### config.mk
export PLATFORM = sky130hd
export DESIGN_NAME = occ_channel
export DESIGN_NICKNAME = d
export VERILOG_FILES = /design/src/hdl/occ_channel.v /design/src/hdl/occ_timebase.v
export VERILOG_INCLUDE_DIRS = /design/src /design/src/hdl
export SDC_FILE = /design/constraint.sdc
export NUM_CORES = 1
export LEC_CHECK = 0
export CAP_MARGIN = 5
export CORE_MARGIN = 3
export CORE_UTILIZATION = 30
export DETAILED_ROUTE_END_ITERATION = 10
export DONT_BUFFER_PORTS = 1
export PLACE_DENSITY = 0.55
export SLEW_MARGIN = 20
export SYNTH_ARGS = -nofsm -noshare
export SYNTH_HDL_FRONTEND = slang
export SYNTH_SLANG_ARGS = --single-unit
### constraint.sdc
create_clock -name CLOCK -period 7.16 [get_ports CLOCK]
set_input_delay 1.074 -clock CLOCK [delete_from_list [all_inputs] [get_ports CLOCK]]
set_output_delay 1.074 -clock CLOCK [all_outputs]
set_load 0.02 [all_outputs]
### src/hdl/occ_map.vh
`ifndef OCC_MAP_VH
`define OCC_MAP_VH

// Register byte offsets on the AHB-Lite port.
`define OCC_ADDR_W 8
`define OCC_OFF_CTRL 8'h00
`define OCC_OFF_PRIMARY 8'h04
`define OCC_OFF_SECONDARY 8'h08
`define OCC_OFF_PERIOD_A 8'h0C
`define OCC_OFF_PERIOD_B 8'h10
`define OCC_OFF_TIMER_CTRL 8'h14
`define OCC_OFF_STATUS 8'h18
`define OCC_OFF_COUNT_A 8'h1C
`define OCC_OFF_COUNT_B 8'h20

// Control register fields.
`define OCC_MODE_MSB 2
`define OCC_MODE_LSB 0
`define OCC_TSEL_BIT 3
`define OCC_FAULT_BIT 4
`define OCC_SIDL_BIT 13

// Status register fields.
`define OCC_STAT_PIN_BIT 0
`define OCC_STAT_DONE_BIT 1
`define OCC_STAT_FAULT_BIT 2

// Timer control register fields.
`define OCC_TEN_A_BIT 0
`define OCC_TEN_B_BIT 1

// Reset values.
`define OCC_RST_16 16'h0000
`define OCC_RST_32 32'h00000000
`define OCC_RST_MODE 3'h0

// Compare mode encodings.
`define OCC_M_OFF 3'h0
`define OCC_M_SET_HIGH 3'h1
`define OCC_M_SET_LOW 3'h2
`define OCC_M_TOGGLE 3'h3
`define OCC_M_ONE_PULSE 3'h4
`define OCC_M_PULSES 3'h5
`define OCC_M_PWM 3'h6
`define OCC_M_PWM_FAULT 3'h7

// One-hot channel sequence states.
`define OCC_ST_FIRST 3'h1
`define OCC_ST_SECOND 3'h2
`define OCC_ST_DONE 3'h4

// Channel numbering and fault grouping.
`define OCC_LAST_LOW_GROUP 4

`endif

### src/hdl/occ_channel.v
`timescale 1ns/1ps
`include "occ_map.vh"

// Summary of operation
// - Control bit 3 picks timer B over A.
// - Idle stop bit halts channel in CPU idle.
// - Fault status is read-only, hardware cleared, PWM-fault.
// - Modes 000 to 011: off, high, low, toggle.
// - Modes 100 to 111: pulses and PWM variants.
// - Unimplemented control bits always read zero.
// - Match when selected count equals primary value.
// - Toggle mode inverts pin every match, flags each.
// - Mode 001 entry drives pin low.
// - Mode 001 drives pin high after match.
// - Mode 001 flag two clocks after pin rises.
// - Mode 010 entry drives pin high.
// - Mode 010 drives pin low after match.
// - Mode 010 flag two clocks after pin falls.
// - Time base wraps to zero after its period.
// - Low fault input serves channels one to four.
// - Each channel owns its control and compare registers.
// - Toggle entered from off starts low, else keeps its level, flag two clocks after toggle.

module occ_channel #(
  parameter CHANNEL_INDEX = 1
) (
  // Clock and reset.
  input wire CLOCK,
  input wire RST_N,
  // AHB-Lite slave port.
  input wire HSEL,
  input wire [31:0] HADDR,
  input wire [1:0] HTRANS,
  input wire HWRITE,
  input wire [2:0] HSIZE,
  input wire [31:0] HWDATA,
  input wire HREADY,
  output reg [31:0] HRDATA,
  output wire HREADYOUT,
  output wire HRESP,
  // Processor power state.
  input wire CPU_IDLE,
  // Fault inputs, a low level reports a fault.
  input wire FAULT_INPUT_LOW_GROUP_N,
  input wire FAULT_INPUT_HIGH_GROUP_N,
  // Compare output and event.
  output reg COMPARE_OUTPUT_PIN,
  output reg COMPARE_OUTPUT_DRIVE,
  output reg COMPARE_IRQ_FLAG
);

  ////////////////////////////////////////////////////////////////////////////////
  // Register state.

  reg [2:0] compare_mode_field;
  reg time_base_select;
  reg idle_stop_bit;
  reg fault_status_bit;
  reg [15:0] primary_compare_value;
  reg [15:0] secondary_compare_value;
  reg [15:0] period_a;
  reg [15:0] period_b;
  reg timer_en_a;
  reg timer_en_b;

  // Bus phase tracking.
  reg wr_pending;
  reg rd_wait;
  reg [7:0] phase_addr;
  reg entry_pending;
  reg [2:0] prev_mode;

  // Channel sequence state.
  reg [2:0] state;
  reg [15:0] pwm_duty;
  reg edge_event;
  reg edge_delay;

  // Time base outputs.
  wire [15:0] tb_count [0:1];
  wire [1:0] tb_wrap;
  wire [1:0] tb_enable;
  wire [15:0] tb_period [0:1];

  ////////////////////////////////////////////////////////////////////////////////
  // Time bases.

  assign tb_enable = {timer_en_b, timer_en_a};
  assign tb_period[0] = period_a;
  assign tb_period[1] = period_b;

  // Two identical time bases, one per selectable timer.
  genvar gi;
  generate
    for (gi = 0; gi < 2; gi = gi + 1) begin : g_tb
      occ_timebase u_tb (
        .CLOCK(CLOCK),
        .RST_N(RST_N),
        .ENABLE(tb_enable[gi]),
        .PERIOD(tb_period[gi]),
        .COUNT(tb_count[gi]),
        .WRAP(tb_wrap[gi])
      );
    end
  endgenerate

  ////////////////////////////////////////////////////////////////////////////////
  // Compare decode.

  wire [15:0] selected_timer_count;
  wire selected_run;
  wire selected_wrap;
  wire halted;
  wire match_primary;
  wire match_secondary;
  wire match_duty;
  wire fault_in;

  // Select the time base for this channel.
  assign selected_timer_count = time_base_select ? tb_count[1] : tb_count[0];
  assign selected_run = time_base_select ? timer_en_b : timer_en_a;
  assign selected_wrap = time_base_select ? tb_wrap[1] : tb_wrap[0];

  // The channel freezes in CPU idle only when asked to.
  assign halted = idle_stop_bit && CPU_IDLE;

  // Matches only count while the selected timer advances.
  assign match_primary = selected_run && (selected_timer_count == primary_compare_value);
  assign match_secondary = selected_run && (selected_timer_count == secondary_compare_value);
  assign match_duty = selected_run && (selected_timer_count == pwm_duty);

  // Channels one to four watch the low fault group, the rest the high group.
  assign fault_in = (CHANNEL_INDEX <= `OCC_LAST_LOW_GROUP) ?
                    !FAULT_INPUT_LOW_GROUP_N : !FAULT_INPUT_HIGH_GROUP_N;

  ////////////////////////////////////////////////////////////////////////////////
  // AHB-Lite slave.

  wire addr_take;
  reg [31:0] read_mux;

  // A transfer is taken on a valid address phase.
  assign addr_take = HSEL && HTRANS[1] && HREADY;
  // Reads insert one wait state so the data comes from a flip-flop.
  assign HREADYOUT = !rd_wait;
  assign HRESP = 1'b0;

  // Readback of every register, unmapped offsets read zero.
  always @* begin
    read_mux = `OCC_RST_32;
    case (phase_addr)
      `OCC_OFF_CTRL: begin
        read_mux[`OCC_MODE_MSB:`OCC_MODE_LSB] = compare_mode_field;
        read_mux[`OCC_TSEL_BIT] = time_base_select;
        read_mux[`OCC_FAULT_BIT] = fault_status_bit;
        read_mux[`OCC_SIDL_BIT] = idle_stop_bit;
      end
      `OCC_OFF_PRIMARY: read_mux[15:0] = primary_compare_value;
      `OCC_OFF_SECONDARY: read_mux[15:0] = secondary_compare_value;
      `OCC_OFF_PERIOD_A: read_mux[15:0] = period_a;
      `OCC_OFF_PERIOD_B: read_mux[15:0] = period_b;
      `OCC_OFF_TIMER_CTRL: begin
        read_mux[`OCC_TEN_A_BIT] = timer_en_a;
        read_mux[`OCC_TEN_B_BIT] = timer_en_b;
      end
      `OCC_OFF_STATUS: begin
        read_mux[`OCC_STAT_PIN_BIT] = COMPARE_OUTPUT_PIN;
        read_mux[`OCC_STAT_DONE_BIT] = state[2];
        read_mux[`OCC_STAT_FAULT_BIT] = fault_status_bit;
      end
      `OCC_OFF_COUNT_A: read_mux[15:0] = tb_count[0];
      `OCC_OFF_COUNT_B: read_mux[15:0] = tb_count[1];
      default: read_mux = `OCC_RST_32;
    endcase
  end

  // Phase tracking and read data register.
  always @(posedge CLOCK or negedge RST_N) begin
    if (!RST_N) begin
      wr_pending <= 1'b0;
      rd_wait <= 1'b0;
      phase_addr <= 8'h00;
      HRDATA <= `OCC_RST_32;
    end else begin
      if (rd_wait) begin
        HRDATA <= read_mux;
      end
      rd_wait <= addr_take && !HWRITE;
      wr_pending <= addr_take && HWRITE;
      if (addr_take) begin
        phase_addr <= HADDR[7:0];
      end
    end
  end

  // Register writes land at the end of the data phase.
  always @(posedge CLOCK or negedge RST_N) begin
    if (!RST_N) begin
      compare_mode_field <= `OCC_RST_MODE;
      time_base_select <= 1'b0;
      idle_stop_bit <= 1'b0;
      primary_compare_value <= `OCC_RST_16;
      secondary_compare_value <= `OCC_RST_16;
      period_a <= `OCC_RST_16;
      period_b <= `OCC_RST_16;
      timer_en_a <= 1'b0;
      timer_en_b <= 1'b0;
      entry_pending <= 1'b0;
    end else begin
      entry_pending <= 1'b0;
      if (wr_pending) begin
        case (phase_addr)
          `OCC_OFF_CTRL: begin
            compare_mode_field <= HWDATA[`OCC_MODE_MSB:`OCC_MODE_LSB];
            time_base_select <= HWDATA[`OCC_TSEL_BIT];
            idle_stop_bit <= HWDATA[`OCC_SIDL_BIT];
            entry_pending <= 1'b1;
          end
          `OCC_OFF_PRIMARY: primary_compare_value <= HWDATA[15:0];
          `OCC_OFF_SECONDARY: secondary_compare_value <= HWDATA[15:0];
          `OCC_OFF_PERIOD_A: period_a <= HWDATA[15:0];
          `OCC_OFF_PERIOD_B: period_b <= HWDATA[15:0];
          `OCC_OFF_TIMER_CTRL: begin
            timer_en_a <= HWDATA[`OCC_TEN_A_BIT];
            timer_en_b <= HWDATA[`OCC_TEN_B_BIT];
          end
          default: entry_pending <= 1'b0;
        endcase
      end
    end
  end

  ////////////////////////////////////////////////////////////////////////////////
  // Fault status.

  // Set by a fault in fault-enabled PWM, cleared by hardware at a clean wrap.
  always @(posedge CLOCK or negedge RST_N) begin
    if (!RST_N) begin
      fault_status_bit <= 1'b0;
    end else if (compare_mode_field == `OCC_M_PWM_FAULT && fault_in) begin
      fault_status_bit <= 1'b1;
    end else if (compare_mode_field != `OCC_M_PWM_FAULT || selected_wrap) begin
      fault_status_bit <= 1'b0;
    end
  end

  ////////////////////////////////////////////////////////////////////////////////
  // Channel sequencer and output pin.

  // A mode write initialises the pin; later matches move it per mode.
  always @(posedge CLOCK or negedge RST_N) begin
    if (!RST_N) begin
      COMPARE_OUTPUT_PIN <= 1'b0;
      COMPARE_OUTPUT_DRIVE <= 1'b0;
      state <= `OCC_ST_FIRST;
      prev_mode <= `OCC_RST_MODE;
      pwm_duty <= `OCC_RST_16;
      edge_event <= 1'b0;
    end else begin
      edge_event <= 1'b0;
      if (entry_pending) begin
        prev_mode <= compare_mode_field;
        state <= `OCC_ST_FIRST;
        COMPARE_OUTPUT_DRIVE <= (compare_mode_field != `OCC_M_OFF);
        pwm_duty <= secondary_compare_value;
        case (compare_mode_field)
          `OCC_M_OFF: COMPARE_OUTPUT_PIN <= 1'b0;
          `OCC_M_SET_HIGH: COMPARE_OUTPUT_PIN <= 1'b0;
          `OCC_M_SET_LOW: COMPARE_OUTPUT_PIN <= 1'b1;
          `OCC_M_TOGGLE: begin
            // Coming from off the pin starts low, else it keeps its level.
            if (prev_mode == `OCC_M_OFF) begin
              COMPARE_OUTPUT_PIN <= 1'b0;
            end
          end
          default: COMPARE_OUTPUT_PIN <= 1'b0;
        endcase
      end else if (!halted) begin
        case (compare_mode_field)
          `OCC_M_SET_HIGH: begin
            if (match_primary && state == `OCC_ST_FIRST) begin
              COMPARE_OUTPUT_PIN <= 1'b1;
              state <= `OCC_ST_DONE;
              edge_event <= 1'b1;
            end
          end
          `OCC_M_SET_LOW: begin
            if (match_primary && state == `OCC_ST_FIRST) begin
              COMPARE_OUTPUT_PIN <= 1'b0;
              state <= `OCC_ST_DONE;
              edge_event <= 1'b1;
            end
          end
          `OCC_M_TOGGLE: begin
            if (match_primary) begin
              COMPARE_OUTPUT_PIN <= !COMPARE_OUTPUT_PIN;
              edge_event <= 1'b1;
            end
          end
          `OCC_M_ONE_PULSE, `OCC_M_PULSES: begin
            // Rise on the primary match, fall on the secondary match.
            case (state)
              `OCC_ST_FIRST: begin
                if (match_primary) begin
                  COMPARE_OUTPUT_PIN <= 1'b1;
                  state <= `OCC_ST_SECOND;
                end
              end
              `OCC_ST_SECOND: begin
                if (match_secondary) begin
                  COMPARE_OUTPUT_PIN <= 1'b0;
                  edge_event <= 1'b1;
                  if (compare_mode_field == `OCC_M_PULSES) begin
                    state <= `OCC_ST_FIRST;
                  end else begin
                    state <= `OCC_ST_DONE;
                  end
                end
              end
              `OCC_ST_DONE: state <= `OCC_ST_DONE;
              default: state <= `OCC_ST_FIRST;
            endcase
          end
          `OCC_M_PWM, `OCC_M_PWM_FAULT: begin
            // Period start raises the pin, the buffered duty lowers it.
            if (compare_mode_field == `OCC_M_PWM_FAULT && (fault_in || fault_status_bit)) begin
              COMPARE_OUTPUT_PIN <= 1'b0;
            end else if (selected_wrap) begin
              pwm_duty <= secondary_compare_value;
              COMPARE_OUTPUT_PIN <= (secondary_compare_value != `OCC_RST_16);
              edge_event <= 1'b1;
            end else if (match_duty) begin
              COMPARE_OUTPUT_PIN <= 1'b0;
            end
          end
          default: state <= state;
        endcase
      end
    end
  end

  ////////////////////////////////////////////////////////////////////////////////
  // Event flag delay.

  // The flag pulses two clocks after the pin edge that caused it.
  always @(posedge CLOCK or negedge RST_N) begin
    if (!RST_N) begin
      edge_delay <= 1'b0;
      COMPARE_IRQ_FLAG <= 1'b0;
    end else begin
      edge_delay <= edge_event;
      COMPARE_IRQ_FLAG <= edge_delay;
    end
  end

endmodule

### src/hdl/occ_timebase.v
`timescale 1ns/1ps
`include "occ_map.vh"

module occ_timebase (
  // Clock and reset.
  input wire CLOCK,
  input wire RST_N,
  // Control.
  input wire ENABLE,
  input wire [15:0] PERIOD,
  // Count state.
  output reg [15:0] COUNT,
  output wire WRAP
);

  // The count has reached its period and returns to zero next.
  assign WRAP = ENABLE && (COUNT == PERIOD);

  // Counts up while enabled and restarts from zero after the period.
  always @(posedge CLOCK or negedge RST_N) begin
    if (!RST_N) begin
      COUNT <= `OCC_RST_16;
    end else if (WRAP) begin
      COUNT <= `OCC_RST_16;
    end else if (ENABLE) begin
      COUNT <= COUNT + 16'h0001;
    end
  end

endmodule

==> flow_summary.toml, run 1 <==
[cells_and_area]
area_growth_pct = 11.0
drive_gt1_frac = 0.213
final_nets = 809
mostFrequentLayoutCells = "dfrtp_1 (156), mux2_2 (99), nor2_1 (63), xor2_1 (58), xnor2_1 (47)"
layout_commonest_cell = "dfrtp_1"
nFillCells = 2753
multi_input_area_mm2 = 0.00414
n_antenna_cell = 0
seq_area_mm2 = 0.00396
instances_no_fill = 1114

[yosys]
postSynthCellCount = 746
ys_ff_latch = 158
syn_area_per_cell_um2 = 11.2
synth.area.top_cells = "dfrtp_1 (47%), mux2_2 (13%), xor2_1 (6.1%)"
yosysTopAreaCell = "dfrtp_1"
async_flop_share = 1.00
synth_edf_count = 0
yosys_warnings = 0
syn_area_mm2 = 0.00838
synth.distinct_cells = 54
ys_seq_area_frac = 0.472
synth_top_area_frac = 0.469
ys.flop_type = "dfrtp_1"

[clock_network]
h-tree-depth = 4
numCtsBuffers = 17
clock_latency_ns = 0.44
cts-hold-fix-buffers = 0
cts.sinks = 158
clockRootBuffer = "clkbuf_16"
tritoncts = "built"
clkTransAtPathRegs_ns = 0.06
cts-resized-gates = 0
clk_path_buf_depth = 2
cts_setup_buffers = 0

[route]
drt_iter0_drc = 781
via_count = 5919
drc = 0
totalWireLength_um = 24100
wl_met1_um = 11500
wl_per_cell_um = 21.7
highest_layer = "met4"
routed-wl-met2_um = 10200
wl_met3_um = 2090
via_per_inst = 5.31
ant_nets = 0
dr.pass1.iters = 7

[placement]
portBuffers = 0
dp_cells = 1083
dpl.hpwl_um = 16600
gp_congestion = 0.852
dp_slack_ns = 3.23

[sta]
finalHoldViolCount = 0
tightest_slew_ns = 1.05
setup_viol = 0
fmax_mhz = 254
slew_violations = 0
relSlewSlack = 0.299
setup_ws_ns = 3.22
fin_crit_sh = 0.550
rsz0062_at_grt = "no"
hold_slack_ns = 0.333
fin_worst_skew_ns = 0.00966
final.min_clock_period_ns = 3.94
fin_tns_setup_ns = 0

[worst_setup_path]
crit_slowest_cell = "and3_1"
r2r_slack_ns = 3.22
path_buf_inv = 0
reg2reg_depth = 8
critPathTopFamily = "simple AND/OR/NAND/NOR gates"
cpPeakStageDelay_ns = 0.68
path_class = "register to register"
r2r_start = "g_tb[0].u_tb.COUNT[2]"
critPathLaunchType = "register"
r2r-end = "pwm_duty[1]"
worst_setup_path_end_kind = "register"
critPathArrivalTime_ns = 4.26
cp.required_ns = 7.48
cp_max_fo = 17
path_cells = "xnor2_1 -> nand4_1 -> nor4_1 -> and3_1 -> mux2i_1 -> nor2_1 -> a21o_1 -> mux2_2"

[run]
maxCapViolCount = 0

[global_route]
grt-ovfl-total = 0
antenna_found_initial = 0
grt_max_degree = 159
first_global_vias = 5756
grt_usage = 0.162
grt_pass1_wl_um = 37300

[power_and_ir_drop]
leakage_nw = 3.77
powerDensity_mw_per_mm2 = 275
max-vdd-ir-drop_v = 0.000169
power.total_w = 0.00255

[floorplan]
rows = 60
die_h_um = 173
start_util = 0.308
die-area_mm2 = 0.0300
core_mm2 = 0.0272
die_x_um = 173
ioPinCount = 114

[hold_path]
hold_path_class = "primary input to async pin"

[outcome]
status = "finished, final reports clean"
==> state kept, by name, summed over array words and instances (netlist names), 3 cells and up <==
register and count:
period_a 16, secondary_compare_value 16, HRDATA 16, period_b 16
compare_mode_field 3, g_tb.u_tb.COUNT 32, primary_compare_value 16, phase_addr 8
prev_mode 3, state 3, pwm_duty 16
==> synth_stat cells (4+ instances only) <==
cell / number
and3_1: 8
a31oi_1: 14
buf_2: 6
xnor2_1: 47
mux2i_4: 5
clkbuf_1: 33
inv_1: 12
a21o_1: 5
xor2_1: 58
a21oi_1: 13
a222oi_1: 29
nand3_1: 17
buf_4: 17
nand2b_1: 5
or3_1: 5
nand2_1: 29
dfrtp_1: 157
mux2i_2: 5
nor3_1: 13
o211ai_1: 4
o21ai_0: 12
nor4_1: 14
mux2_2: 99
nor2_1: 65
nor3b_1: 4
nand3b_1: 5
nand4_1: 19
a22oi_1: 6
mux2i_1: 7
==> how the worst max path moves through the flow <==
stage                          startpoint           end  slack (ns)  depth (start not counted)
detailed placement  g_tb[0].u_tb.COUNT[2]  pwm_duty[12]        3.23                          8
floorplan           g_tb[1].u_tb.COUNT[5]  pwm_duty[10]        4.54                         11
global route        g_tb[0].u_tb.COUNT[2]   pwm_duty[1]        2.87                          8
global placement    g_tb[0].u_tb.COUNT[2]  pwm_duty[13]        3.18                          8
CTS                 g_tb[0].u_tb.COUNT[2]  pwm_duty[12]        3.20                          8
finish              g_tb[0].u_tb.COUNT[2]   pwm_duty[1]        3.22                          8
==> power breakdown <==
part           leakage (nW)  internal (W)  switching (W)  total [W]
sequential             1.96      0.000993       0.000192    0.00118
combinational          1.51      0.000184       0.000197   0.000381
clock                 0.303      0.000611       0.000378   0.000988
total                  3.77       0.00179       0.000766    0.00255
==> cell families (layout without fill, tap and decap cells) <==
| group | count (synthesis) | after routing | synth area share |
|---|---|---|---|
| buf+inv | 71 | 51 | 0.0432 |
| xor+xnor | 105 | 105 | 0.110 |
| compound gates | 103 | 103 | 0.0959 |
| simple gates | 190 | 190 | 0.112 |
| other cells | 1 | 17 | 0.000448 |
| flops | 158 | 158 | 0.472 |
| fa+ha+maj | 2 | 2 | 0.00299 |
| mux | 116 | 116 | 0.163 |
==> area by class of cell <==
type,instances,area share
well taps,372,0.0501
flip-flops and latches,158,0.426
inverters,12,0.00484
clock buffers,22,0.0510
multi-input cells,533,0.445
clock inverters,9,0.0170
repair buffers,8,0.00646
==> metal layers <==
metal  up-vias  global-route usage
met5         -                   0
met2       245               0.229
met1      2996               0.238
met4         0              0.0416
met3        22              0.0547
li1       2656                   -
==> through the flow <==
| stage | cell area (µm²) | utilization |
|---|---|---|
| after floorplan | 8440 | - |
| after global placement | 8660 | 0.319 |
| after detailed placement | 8660 | 0.319 |
| after CTS | 9300 | 0.342 |
| after global routing | 9300 | 0.342 |
| final | 9300 | 0.342 |
(Power assumes the default switching activity.)
==> run 2: changes to the inputs <==
--- a/config.mk
+++ b/config.mk
@@ -11,7 +11,7 @@
 export CORE_UTILIZATION = 30
 export DETAILED_ROUTE_END_ITERATION = 10
 export DONT_BUFFER_PORTS = 1
-export PLACE_DENSITY = 0.55
+export PLACE_DENSITY = 0.56
 export SLEW_MARGIN = 20
 export SYNTH_ARGS = -nofsm -noshare
 export SYNTH_HDL_FRONTEND = slang
==> constraint.sdc (replaced) <==
create_clock -name CLOCK -period 3.6 [get_ports CLOCK]
set_input_delay 0.54 -clock CLOCK [delete_from_list [all_inputs] [get_ports CLOCK]]
set_output_delay 0.54 -clock CLOCK [all_outputs]
set_load 0.02 [all_outputs]
==> run 2 against run 1 <==
Effect of this change: the run now ends with hold timing left; sequential cell count did not move; total power rose by 93%; core utilization rose by 0.17 points; critical path type unchanged.
==> flow_summary.toml, run 2 (synthesis gave the netlist of run 1 again) <==
[outcome]
status = "complete, but fails checks"
violations = "hold timing"

[route]
via_per_inst = 5.29
drc = 0
totalWireLength_um = 24400
ant_nets = 0
dr.pass1.iters = 6
wl_per_cell_um = 21.6
via_count = 5974
drt_iter0_drc = 591

[cells_and_area]
seq_area_mm2 = 0.00396
area_growth_pct = 11.5
n_antenna_cell = 0
mostFrequentLayoutCells = "dfrtp_1 (157), mux2_2 (99), nor2_1 (65), xor2_1 (58), xnor2_1 (47)"
layout_commonest_cell = "dfrtp_1"
fin_util = 0.344
drive_gt1_frac = 0.221
nFillCells = 2759
largest_reg_flops = 32
top_register = "g_tb.u_tb.COUNT"
final_nets = 824
multi_input_area_mm2 = 0.00413

[worst_setup_path]
path_buf_inv = 1
cpPeakStageDelay_ns = 0.48
cp.required_ns = 3.91
worst_setup_path_end_kind = "register"
path_cells = "xnor2_1 -> nand4_1 -> nor4_1 -> and3_1 -> mux2i_1 -> nor2_1 -> a21o_1 -> buf_4 -> mux2_2"
cp_max_fo = 16
critPathLaunchType = "register"
critPathArrivalTime_ns = 3.41
path_class = "register to register"
critPathTopFamily = "simple AND/OR/NAND/NOR gates"
crit_slowest_cell = "nor4_1"

[run]
maxCapViolCount = 0

[floorplan]
ioPinCount = 114
die_h_um = 173
start_util = 0.308
rows = 60
core_mm2 = 0.0272
die-area_mm2 = 0.0300
die_x_um = 173

[power_and_ir_drop]
p_sw_frac = 0.312
p_int_w = 0.00338
p_sw_w = 0.00154
pwr-share-clk = 0.360
max-vdd-ir-drop_v = 0.000342
leakage_nw = 3.82
pwr-share-seq = 0.477
powerDensity_mw_per_mm2 = 526
power_frac_comb = 0.162

[clock_network]
clock_latency_ns = 0.43
h-tree-depth = 4
cts-resized-gates = 0
cts_setup_buffers = 0
clockRootBuffer = "clkbuf_16"
tritoncts = "built"
clkTransAtPathRegs_ns = 0.07
numCtsBuffers = 17
clk_path_buf_depth = 2
cts.sinks = 158

[global_route]
antenna_found_initial = 0
first_global_vias = 5789
grt_usage = 0.163
grt_pass1_wl_um = 37400
grt_max_degree = 159
grt-ovfl-total = 0

[placement]
portBuffers = 0
dpl.hpwl_um = 17100
gp_congestion = 0.885

[sta]
relSlewSlack = 0.297
fmax_mhz = 323
fin_worst_skew_ns = 0.00852
hold_slack_ns = -0.196
slew_violations = 0
fin_tns_setup_ns = 0
setup_viol = 0
final.min_clock_period_ns = 3.10
tightest_slew_ns = 1.05
finalHoldViolCount = 157
fin_crit_sh = 0.861
rsz0062_at_grt = "no"

[hold_path]
hold_path_class = "primary input to async pin"
-- run 2: cell count changes in the layout (fill, tap and decap cells not counted), sizes merged --
cell,delta
clkinvlp,+1
clkinv,+1
buf,+15
bufinv,-2
-- run 2: final cells by class --
cell class	count	area share
Timing Repair Buffer	23	0.0198
Clock buffer	22	0.0475
Inverter	12	0.00482
Multi-Input combinational cell	533	0.442
Sequential cell	158	0.423
Tap cell	372	0.0498
Clock inverter	9	0.0122
-- run 2: final timing paths --
check                                 startpoint                    end  cells after the start  slack (ns)
max in group asynchronous                  RST_N               state[0]                      0        3.57
max reg2reg                g_tb[0].u_tb.COUNT[2]           pwm_duty[11]                      9        0.50
max                        g_tb[0].u_tb.COUNT[2]           pwm_duty[11]                      9        0.50
min                                        RST_N  g_tb[0].u_tb.COUNT[2]                      0       -0.20
min in group CLOCK                        HWRITE                rd_wait                      1        0.17
min reg2reg                           edge_delay       COMPARE_IRQ_FLAG                      0        0.35
-- run 2: metal layers --
metal	track usage	routed length (µm)	up-vias	share of wire
met2	0.236	10500	245	0.43
li1	-	-	2685	-
met5	0	0	-	0
met1	0.240	11300	3021	0.47
met3	0.0441	2220	23	0.091
met4	0.0466	314	0	0.013
-- run 2: through the flow --
step,cells,hold slack [ns],power [W],cell area (µm²),setup slack (ns)
6_report,1129,-0.196,0.00492,9340,0.501
5_1_grt,1129,-0.212,0.00513,9340,0.318
4_1_cts,1129,-0.211,0.00494,9340,0.548
3_5_place_dp,1098,0.250,0.00316,8780,0.569
3_3_place_gp,1098,0.249,0.00315,8780,0.574
2_1_floorplan,762,0.244,0.00291,8440,0.980
-- run 2: power by group through the flow --
stage | combinational [W] | sequential [W] | clock (W)
after global routing | 0.000873 | 0.00238 | 0.00188
after floorplan | 0.000705 | 0.00220 | 0
after CTS | 0.000793 | 0.00234 | 0.00180
after detailed placement | 0.000784 | 0.00237 | 0
final | 0.000798 | 0.00235 | 0.00177
after global placement | 0.000784 | 0.00237 | 0
-- run 2: worst register-to-register path, delay by kind of cell, from the launching register on --
| kind | cells | cell delay [ns] |
|---|---|---|
| and+or+nand+nor | 4 | 1.21 |
| muxes | 2 | 0.57 |
| DFF | 1 | 0.42 |
| xor gates and xnor gates | 1 | 0.37 |
| buffers and inverters | 1 | 0.25 |
| AOI/OAI and AO/OA | 1 | 0.16 |
==> run 3: changes to the inputs <==
--- a/config.mk
+++ b/config.mk
@@ -15,4 +15,5 @@
 export SLEW_MARGIN = 20
 export SYNTH_ARGS = -nofsm -noshare
 export SYNTH_HDL_FRONTEND = slang
+export SYNTH_HIERARCHICAL = 1
 export SYNTH_SLANG_ARGS = --single-unit
==> run 3 against run 2 <==
Effect of this change: clock skew hardly changed; first-iteration DRC count increased by 8.1%; wire length grew 1.0%; combinational power up 21%; clock-buffer cell count is 3 lower; area after synthesis increased by 0.97%; global-route usage is 0.063 points higher; sequential cell count unchanged; final cell count is 2.0% higher; the flow still finishes with violations (hold timing); largest power group unchanged; final area grew 1.2%; sequential power is essentially flat.
==> flow_summary.toml, run 3 <==
[outcome]
status = "complete, but fails checks"
violations = "hold timing"

[route]
drc = 0
ant_nets = 0
totalWireLength_um = 24600
drt_iter0_drc = 639
wl_per_cell_um = 21.4
via_per_inst = 5.28
via_count = 6082
dr.pass1.iters = 6

[worst_setup_path]
r2r_start = "time_base_select"
critPathArrivalTime_ns = 3.50
path_cells = "buf_12 -> mux2i_1 -> buf_4 -> xnor2_1 -> nor4_1 -> nand4_1 -> o31ai_2 -> o32ai_1 -> nor3_1 -> mux2_2"
path_buf_inv = 2
cp_max_fo = 24
critPathLaunchType = "register"
critPathTopFamily = "simple AND/OR/NAND/NOR gates"
cpPeakStageDelay_ns = 0.41
path_class = "register to register"
crit_slowest_cell = "nor4_1"
reg2reg_depth = 10
r2r-end = "COMPARE_OUTPUT_PIN"
r2r_slack_ns = 0.42
cp.required_ns = 3.92
worst_setup_path_end_kind = "register"

[cells_and_area]
seq_area_mm2 = 0.00396
instances_no_fill = 1152
largest_reg_flops = 32
drive_gt1_frac = 0.223
final_nets = 846
n_antenna_cell = 0
nFillCells = 2726
top_register = "g_tb.u_tb/COUNT"
layout_commonest_cell = "dfrtp_1"
area_growth_pct = 11.8
multi_input_area_mm2 = 0.00417
mostFrequentLayoutCells = "dfrtp_1 (157), mux2_2 (108), nor2_1 (67), xnor2_1 (60), xor2_1 (41)"

[sta]
relSlewSlack = 0.406
fin_crit_sh = 0.884
slew_violations = 0
fin_tns_setup_ns = 0
fmax_mhz = 314
hold_slack_ns = -0.190
fin_worst_skew_ns = 0.00891
tightest_slew_ns = 0.888
setup_viol = 0
finalHoldViolCount = 157
final.min_clock_period_ns = 3.18
rsz0062_at_grt = "no"

[clock_network]
cts_setup_buffers = 0
h-tree-depth = 4
cts.sinks = 158
cts-resized-gates = 0
numCtsBuffers = 17
clock_latency_ns = 0.43
clkTransAtPathRegs_ns = 0.07
clockRootBuffer = "clkbuf_16"
clk_path_buf_depth = 2
tritoncts = "built"

[power_and_ir_drop]
p_sw_frac = 0.322
p_int_w = 0.00351
pwr-share-seq = 0.457
powerDensity_mw_per_mm2 = 547
leakage_nw = 3.90
max-vdd-ir-drop_v = 0.000335
pwr-share-clk = 0.357
power_frac_comb = 0.187
p_sw_w = 0.00166

[global_route]
grt_max_degree = 159
grt_pass1_wl_um = 37700
antenna_found_initial = 1
first_global_vias = 5891
grt-ovfl-total = 0
grt_usage = 0.164

[yosys]
yosysMostFrequentCell = "dfrtp_1"
syn_area_mm2 = 0.00846
ys.flop_type = "dfrtp_1"
syn_area_per_cell_um2 = 11.1
postSynthCellCount = 761
synth.area.top_cells = "dfrtp_1 (46%), mux2_2 (14%), xnor2_1 (6.2%)"
synth_top_area_frac = 0.465
synth_edf_count = 0
ys_seq_area_frac = 0.468
yosys_warnings = 6
synth.distinct_cells = 54
yosysTopAreaCell = "dfrtp_1"
async_flop_share = 1.00
synth_top_cells_by_count = "dfrtp_1 (157), mux2_2 (108), nor2_1 (67)"
ys_ff_latch = 158

[placement]
dp_cells = 1120
dpl.hpwl_um = 17900
gp_congestion = 0.907
portBuffers = 0

[run]
maxCapViolCount = 0

[floorplan]
die-area_mm2 = 0.0302
die_h_um = 174
start_util = 0.309
core_mm2 = 0.0273
ioPinCount = 114
rows = 60
die_x_um = 174

[hold_path]
hold_path_class = "primary input to async pin"
run 3: worst max-delay path by stage:
| stage | from | to | slack (ns) | depth (start not counted) |
|---|---|---|---|---|
| after floorplan | g_tb[1].u_tb/COUNT[0] | pwm_duty[10] | 0.75 | 10 |
| after global placement | time_base_select | COMPARE_OUTPUT_PIN | 0.45 | 10 |
| after detailed placement | time_base_select | COMPARE_OUTPUT_PIN | 0.49 | 10 |
| after CTS | time_base_select | COMPARE_OUTPUT_PIN | 0.46 | 10 |
| after global routing | time_base_select | COMPARE_OUTPUT_PIN | 0.32 | 10 |
| final | time_base_select | COMPARE_OUTPUT_PIN | 0.42 | 10 |
run 3: stage by stage:
stage / power [W] / utilization / area (µm²) / hold slack, ns / setup slack (ns)
2_1_floorplan: 0.00304 / - / 8520 / 0.244 / 0.751
3_3_place_gp: 0.00333 / 0.324 / 8860 / 0.255 / 0.451
3_5_place_dp: 0.00333 / 0.324 / 8860 / 0.254 / 0.487
4_1_cts: 0.00519 / 0.346 / 9450 / -0.204 / 0.458
5_1_grt: 0.00542 / 0.346 / 9450 / -0.205 / 0.320
6_report: 0.00517 / 0.346 / 9450 / -0.190 / 0.416
run 3: cell type report:
type	count	share of cell area
clock inverter	13	0.0160
inverter	24	0.00953
timing repair buffer	22	0.0188
sequential	158	0.418
clock buffer	19	0.0469
tap	372	0.0492
multi-input combinational	544	0.441
run 3: per-layer routing:
layer  vias to the layer above  global-route usage  share of wire
li1                       2733                   -              -
met1                      3048               0.231           0.46
met5                         -                   0        0.00032
met4                         2              0.0717          0.034
met3                        45              0.0426          0.077
met2                       254               0.237           0.43
run 3: logic make-up after synthesis:
kind of cell               after synthesis  share of synthesized area
AOI/OAI and AO/OA                      104                     0.0889
xor gates and xnor gates               101                      0.105
adders and majority gates                3                    0.00414
buffers and inverters                   75                     0.0463
DFF                                    158                      0.468
muxes                                  131                      0.175
other                                    1                   0.000443
and+or+nand+nor                        188                      0.113
run 3: power groups by stage:
stage / Sequential, W / Clock, W / Combinational (W)
2_1_floorplan: 0.00225 / 0 / 0.000787
5_1_grt: 0.00239 / 0.00197 / 0.00106
4_1_cts: 0.00235 / 0.00188 / 0.000957
3_5_place_dp: 0.00239 / 0 / 0.000949
6_report: 0.00236 / 0.00184 / 0.000965
3_3_place_gp: 0.00239 / 0 / 0.000942
